--- config.mk ---
export PLATFORM = sky130hd
export DESIGN_NAME = wcb_timer
export DESIGN_NICKNAME = d
export VERILOG_FILES = /design/src/pkg/wcb_pkg.sv /design/src/core/wcb_timer.sv
export VERILOG_INCLUDE_DIRS = /design/src /design/src/pkg
export SDC_FILE = /design/constraint.sdc
export NUM_CORES = 1
export LEC_CHECK = 0
export ABC_CLOCK_PERIOD_IN_PS = 5200
export BUFFER_PORTS_ARGS = -buffer_cell sky130_fd_sc_hd__buf_4
export CORE_ASPECT_RATIO = 1.4
export CORE_MARGIN = 4
export CORE_UTILIZATION = 35
export CTS_BUF_LIST = sky130_fd_sc_hd__clkbuf_8 sky130_fd_sc_hd__clkbuf_16
export CTS_CLUSTER_SIZE = 10
export DETAILED_ROUTE_END_ITERATION = 7
export GPL_ROUTABILITY_DRIVEN = 0
export GPL_TIMING_DRIVEN = 1
export SETUP_SLACK_MARGIN = 0.1
export SLEW_MARGIN = 30
export SYNTH_ARGS = -nofsm -noshare
export SYNTH_HDL_FRONTEND = slang
export SYNTH_SLANG_ARGS = --single-unit
--- constraint.sdc ---
create_clock -name I_MCLK -period 5.2 [get_ports I_MCLK]
set_input_delay 0.26 -clock I_MCLK [delete_from_list [all_inputs] [get_ports I_MCLK]]
set_output_delay 0.26 -clock I_MCLK [all_outputs]
set_load 0.01 [all_outputs]
--- src/pkg/wcb_defs.svh ---
`ifndef WCB_DEFS_SVH
`define WCB_DEFS_SVH
// byte locations on the 8-bit data bus
`define WCB_LOC_COUNT_LO   4'h0
`define WCB_LOC_COUNT_HI   4'h1
`define WCB_LOC_CMPA_LO    4'h2
`define WCB_LOC_CMPA_HI    4'h3
`define WCB_LOC_CMPB_LO    4'h4
`define WCB_LOC_CMPB_HI    4'h5
`define WCB_LOC_CAP_LO     4'h6
`define WCB_LOC_CAP_HI     4'h7
`define WCB_LOC_CTRL_A     4'h8
`define WCB_LOC_CTRL_B     4'h9
// field positions
`define WCB_WAVE_LO_MSB    1
`define WCB_WAVE_LO_LSB    0
`define WCB_WAVE_HI_MSB    4
`define WCB_WAVE_HI_LSB    3
`define WCB_CSEL_MSB       2
`define WCB_CSEL_LSB       0
// reset values and fixed count ceilings
`define WCB_RST_BYTE       8'h00
`define WCB_RST_WORD       16'h0000
`define WCB_MAX            16'hFFFF
`define WCB_TOP_8BIT       16'h00FF
`define WCB_TOP_9BIT       16'h01FF
`define WCB_TOP_10BIT      16'h03FF
`endif

--- src/pkg/wcb_pkg.sv ---
package wcb_pkg;
    typedef logic [15:0] wcb_word_t;
    typedef logic [7:0]  wcb_byte_t;
    typedef enum logic [0:0]
    {
        WCB_DIR_UP   = 1'b0,
        WCB_DIR_DOWN = 1'b1
    } wcb_dir_e;
    typedef struct packed
    {
        wcb_word_t   count;
        wcb_byte_t   temp;
        wcb_word_t   cmp_a;
        wcb_word_t   cmp_b;
        wcb_word_t   cap;
        wcb_byte_t   ctrl_a;
        wcb_byte_t   ctrl_b;
        wcb_dir_e    dir;
        logic        ovf;
        logic [9:0]  presc;
        logic        ext_s1;
        logic        ext_s2;
        logic        ext_prev;
        wcb_byte_t   rdata;
    } wcb_state_s;
endpackage

--- src/core/wcb_timer.sv ---
`timescale 1ns/100ps
`include "wcb_defs.svh"
module wcb_timer
    import wcb_pkg::*;
(
    // clock and reset
    input  wire logic        I_MCLK,
    input  wire logic        I_RST_N,
    // byte bus
    input  wire logic [3:0]  I_ADDR,
    input  wire logic        I_WR,
    input  wire logic        I_RD,
    input  wire logic [7:0]  I_WDATA,
    output logic      [7:0]  O_RDATA,
    // timer events
    input  wire logic        I_EXT_TICK,
    input  wire logic        I_CAPTURE,
    input  wire logic        I_OVF_CLR,
    output logic             O_OVF_FLAG,
    output logic             O_AT_TOP,
    output logic             O_AT_FLOOR,
    output logic      [15:0] O_COUNT
);
    // ************************************************************
    // ** decode
    // ************************************************************
    wcb_state_s s_q;
    wcb_state_s s_d;
    logic [3:0] wave;
    logic [2:0] csel;
    wcb_word_t  top;
    logic       tick;
    logic       dual_slope;
    logic       cap_is_top;
    logic       ctc_mode;
    logic       wr_cnt_lo;

    assign wave = {s_q.ctrl_b[`WCB_WAVE_HI_MSB:`WCB_WAVE_HI_LSB],
                   s_q.ctrl_a[`WCB_WAVE_LO_MSB:`WCB_WAVE_LO_LSB]};
    assign csel = s_q.ctrl_b[`WCB_CSEL_MSB:`WCB_CSEL_LSB];
    assign cap_is_top = (wave == 4'h8) || (wave == 4'hA) || (wave == 4'hC) || (wave == 4'hE);
    assign dual_slope = ((wave >= 4'h1) && (wave <= 4'h3)) || ((wave >= 4'h8) && (wave <= 4'hB));
    assign ctc_mode   = (wave == 4'h4) || (wave == 4'hC);
    assign wr_cnt_lo  = I_WR && (I_ADDR == `WCB_LOC_COUNT_LO);

    always_comb
    begin
        unique case (wave)
            4'h1, 4'h5: top = `WCB_TOP_8BIT;
            4'h2, 4'h6: top = `WCB_TOP_9BIT;
            4'h3, 4'h7: top = `WCB_TOP_10BIT;
            4'h4, 4'h9, 4'hB, 4'hF: top = s_q.cmp_a;
            4'h8, 4'hA, 4'hC, 4'hE: top = s_q.cap;
            default: top = `WCB_MAX;
        endcase
    end

    // tick source; the external input is edge-sampled, so it must stay below half MCLK
    always_comb
    begin
        unique case (csel)
            3'h0: tick = 1'b0;
            3'h1: tick = 1'b1;
            3'h2: tick = &s_q.presc[2:0];
            3'h3: tick = &s_q.presc[5:0];
            3'h4: tick = &s_q.presc[7:0];
            3'h5: tick = &s_q.presc[9:0];
            3'h6: tick = s_q.ext_prev & ~s_q.ext_s2;
            3'h7: tick = ~s_q.ext_prev & s_q.ext_s2;
        endcase
    end

    // ************************************************************
    // ** next state
    // ************************************************************
    always_comb
    begin
        s_d          = s_q;
        s_d.presc    = s_q.presc + 10'h001;
        s_d.ext_s1   = I_EXT_TICK;
        s_d.ext_s2   = s_q.ext_s1;
        s_d.ext_prev = s_q.ext_s2;
        if (I_OVF_CLR)
        begin
            s_d.ovf = 1'b0;
        end
        if (I_CAPTURE && !cap_is_top)
        begin
            s_d.cap = s_q.count;
        end
        if (tick)
        begin
            if (dual_slope)
            begin
                if (s_q.dir == WCB_DIR_UP)
                begin
                    if (s_q.count >= top)
                    begin
                        s_d.dir   = WCB_DIR_DOWN;
                        s_d.count = s_q.count - 16'h0001;
                    end
                    else
                    begin
                        s_d.count = s_q.count + 16'h0001;
                    end
                end
                else if (s_q.count == `WCB_RST_WORD)
                begin
                    s_d.dir   = WCB_DIR_UP;
                    s_d.count = 16'h0001;
                    s_d.ovf   = 1'b1;
                end
                else
                begin
                    s_d.count = s_q.count - 16'h0001;
                end
            end
            else
            begin
                s_d.dir = WCB_DIR_UP;
                if (s_q.count == top)
                begin
                    s_d.count = `WCB_RST_WORD;
                end
                else
                begin
                    s_d.count = s_q.count + 16'h0001;
                end
                // clear-on-match modes flag at MAX, others at the ceiling
                if (ctc_mode ? (s_q.count == `WCB_MAX) : (s_q.count == top))
                begin
                    s_d.ovf = 1'b1;
                end
            end
        end
        // bus writes; the low byte commits holding byte plus data, the capture low byte only in ceiling modes
        if (I_WR)
        begin
            unique case (I_ADDR)
                `WCB_LOC_COUNT_HI, `WCB_LOC_CMPA_HI, `WCB_LOC_CMPB_HI, `WCB_LOC_CAP_HI:
                    s_d.temp = I_WDATA;
                `WCB_LOC_COUNT_LO: s_d.count = {s_q.temp, I_WDATA};
                `WCB_LOC_CMPA_LO:  s_d.cmp_a = {s_q.temp, I_WDATA};
                `WCB_LOC_CMPB_LO:  s_d.cmp_b = {s_q.temp, I_WDATA};
                `WCB_LOC_CAP_LO:
                begin
                    if (cap_is_top)
                    begin
                        s_d.cap = {s_q.temp, I_WDATA};
                    end
                end
                `WCB_LOC_CTRL_A: s_d.ctrl_a = I_WDATA;
                `WCB_LOC_CTRL_B: s_d.ctrl_b = I_WDATA;
                default: ;
            endcase
        end
        // reads answer on the next edge; unmapped locations read zero
        if (I_RD)
        begin
            unique case (I_ADDR)
                `WCB_LOC_COUNT_LO:
                begin
                    s_d.rdata = s_q.count[7:0];
                    s_d.temp  = s_q.count[15:8];
                end
                `WCB_LOC_CAP_LO:
                begin
                    s_d.rdata = s_q.cap[7:0];
                    s_d.temp  = s_q.cap[15:8];
                end
                `WCB_LOC_COUNT_HI, `WCB_LOC_CAP_HI: s_d.rdata = s_q.temp;
                `WCB_LOC_CMPA_LO: s_d.rdata = s_q.cmp_a[7:0];
                `WCB_LOC_CMPA_HI: s_d.rdata = s_q.cmp_a[15:8];
                `WCB_LOC_CMPB_LO: s_d.rdata = s_q.cmp_b[7:0];
                `WCB_LOC_CMPB_HI: s_d.rdata = s_q.cmp_b[15:8];
                `WCB_LOC_CTRL_A:  s_d.rdata = s_q.ctrl_a;
                `WCB_LOC_CTRL_B:  s_d.rdata = s_q.ctrl_b;
                default:          s_d.rdata = `WCB_RST_BYTE;
            endcase
        end
        if (s_d.ovf != s_q.ovf && s_q.ovf == 1'b0 && I_OVF_CLR)
        begin
            s_d.ovf = 1'b1; // set beats clear
        end
    end

    always_ff @(posedge I_MCLK)
    begin
        if (!I_RST_N)
        begin
            s_q <= '0;
        end
        else
        begin
            s_q <= s_d;
        end
    end

    assign O_RDATA    = s_q.rdata;
    assign O_OVF_FLAG = s_q.ovf;
    assign O_AT_TOP   = (s_q.count == top);
    assign O_AT_FLOOR = (s_q.count == `WCB_RST_WORD);
    assign O_COUNT    = s_q.count;
endmodule // wcb_timer

==> metrics.yaml <==
cts_tree: "yes"
startpoint_type: "flip-flop"
final_area_um2: 7680
cts_max_level: 3
async_flop_share_pct: 0
wl_per_cell_um: 21.1
synth_edf_count: 0
diodes: 0
ys_seq_elements: 111
grt.overflow.total: 0
synth_area_per_cell_um2: 7.78
post_cts_resized: 0
hold_violations: 0
status: "complete, no violations"
cts_root_buf: "clkbuf_16"
totalWireLength_mm: 24.2
io_pins: 46
postCtsSetupBuffers: 0
vias: 6837
synthCells: 912
clockBufferDepth: 2
fin_crit_ns: 4.02
area_delta_synth_final_pct: 8.24
viasPerCell: 5.98
antenna_found_initial: 0
cp.arrival_ns: 4.28
postCtsHoldBufs: 0
synth_warnings: 0
maxSlewViolCount: 0
setup_tns_ns: 0
crit_path_max_fanout: 23
grt_usage_pct: 21.2
setup_viol: 0
skew_ns: 0.00803
worst_ep_required_time_ns: 5.46
wl_met3_mm: 1.39
netlist_area_um2: 7090
final_common_cell: "dfxtp_1"
period_share_pct: 77.4
fmax_ghz: 0.248
pwr_density_cell_nw_per_um2: 251
start_util_pct: 35.6
ys.flop_type: "dfxtp_1"
hold_class: "in -> reg"
slew_headroom_pct: 39.5
topRoutingLayerUsed: "met4"
clkLatencyLatePin_ns: 0.37
drc_errors: 0
wl_met2_mm: 11.9
clk_pin_slew_ns: 0.08
placementRows: 61
dieArea_um2: 22600
ir_drop_v: 0.000150
seq_area_frac_synth_pct: 31.3
io_buffers: 45
p_leak_nw: 2.85
grt_pass1_wl_mm: 37.5
drv_cap: 0
fin_nets: 927
crit_path_end_kind: "flip-flop"
dpl.hpwl_mm: 17.4
fp.dieH_um: 176
die_w_um: 128
drive_gt1_share_pct: 10.1
grt_max_degree: 93
rsz0062_at_grt: "false"
clock-sinks: 111
path_class: "reg -> reg"
tightest_slew_ns: 0.902
cts_made_buffers: 9
wl_met1_mm: 9.83
ff2ff_setup_slack_ns: 1.18
layout_common_cells: "dfxtp_1 (111), nand2_1 (107), nor2_1 (88)"
drt_iter0_markers: 822
synth_nets: 952
placed_area_um2: 7370
drt_pass1_iterations: 7
grt_pass1_vias: 6480
final_antenna_net_count: 0
core_area_um2: 19900
yosysUniqueCellTypes: 73
-- Yosys cell counts (3+ instances only) --
cell type,instances,area share (%)
a211oi_1,13,1.4
a21boi_0,36,3.8
a21o_1,3,0.32
a21oi_1,46,3.2
a221oi_1,5,0.62
a22oi_1,19,2.0
a31oi_1,7,0.62
a32oi_1,3,0.37
and2_1,25,2.2
and3_1,9,0.79
buf_1,3,0.16
buf_2,10,0.71
buf_4,27,2.9
clkbuf_1,50,2.6
dfxtp_1,111,31
ha_1,21,3.7
inv_1,14,0.74
mux2i_1,40,5.6
nand2_1,107,5.7
nand2b_1,9,0.79
nand3_1,17,1.2
nand3b_1,6,0.63
nand4_1,9,0.79
nand4b_1,3,0.37
nor2_1,89,4.7
nor2b_1,31,2.7
nor3_1,29,2.0
nor4_1,7,0.62
nor4b_1,4,0.49
o211ai_1,3,0.32
o21a_1,8,0.85
o21ai_0,34,2.4
o221ai_1,17,2.1
o22a_1,7,0.86
o22ai_1,22,1.9
o31ai_1,5,0.53
or3_1,11,0.97
xnor2_1,6,0.74
xor2_1,4,0.49
-- metrics by stage --
step	worst slack [ns]	instances	util [%]	total power (W)	hold WS, ns
global placement	1.34	1128	36.9	0.00118	0.418
detailed placement	1.26	1128	37.0	0.00118	0.422
global route	0.924	1144	38.5	0.00199	0.0957
floorplan	1.60	912	-	0.00108	0.387
CTS	1.25	1144	38.5	0.00193	0.0793
finish	1.18	1144	38.5	0.00193	0.0889
-- worst paths after layout --
path                 end  cells after the start        from
max          O_COUNT[15]                     10     s_q[27]
min               s_d[9]                      2  I_EXT_TICK
max reg2reg  O_COUNT[15]                     10     s_q[27]
min reg2reg       s_d[8]                      1      s_d[9]
-- sequential cells by signal, indices dropped and copies added (netlist names) --
| register | flops |
|---|---|
| csel | 3 |
| O_COUNT | 16 |
| O_OVF_FLAG | 1 |
| O_RDATA | 8 |
| s_d | 2 |
| s_q | 81 |
-- power by group --
part	total [W]	internal, W	leakage (nW)	switching [W]
Combinational	0.000243	0.0000956	1.80	0.000147
Sequential	0.000918	0.000872	0.900	0.0000462
Clock	0.000765	0.000387	0.151	0.000378
Total	0.00193	0.00135	2.85	0.000571
-- cell type report --
cell class | count | area [um2]
Clock inverter | 7 | 86.3
Fill cell | 2070 | 12200
Inverter | 15 | 56.3
Tap cell | 252 | 315
Multi-Input combinational cell | 695 | 4360
Timing Repair Buffer | 55 | 413
Sequential cell | 111 | 2220
Clock buffer | 9 | 225
-- logic make-up (layout without fill, tap and decap cells) --
logic type / after synthesis / after routing / synth area share [%]
muxes: 40 / 40 / 5.64
AOI/OAI and AO/OA: 249 / 249 / 24.3
DFF: 111 / 111 / 31.3
adders and majority gates: 21 / 21 / 3.70
and+or+nand+nor: 375 / 375 / 26.5
xor gates and xnor gates: 10 / 10 / 1.23
buffers and inverters: 106 / 86 / 7.32
-- worst max-delay path: stages, from the launching register on --
cell and delay (ns):
dfxtp_1 0.83, nand2_1 0.33, o22a_1 0.26, ha_1 0.30
a21o_1 0.18, a2111oi_2 0.35, o31ai_1 0.16, o31ai_2 0.75
mux2i_1 0.20, nor4b_1 0.18, or3_1 0.37
-- metal layers --
metal  global-route usage (%)  up-vias
met5                        0        -
met4                     10.3        0
met3                     2.63       72
met2                     36.3      312
met1                     26.0     3228
li1                         -     3225
No activity file was read; power rests on OpenSTA's default activity.
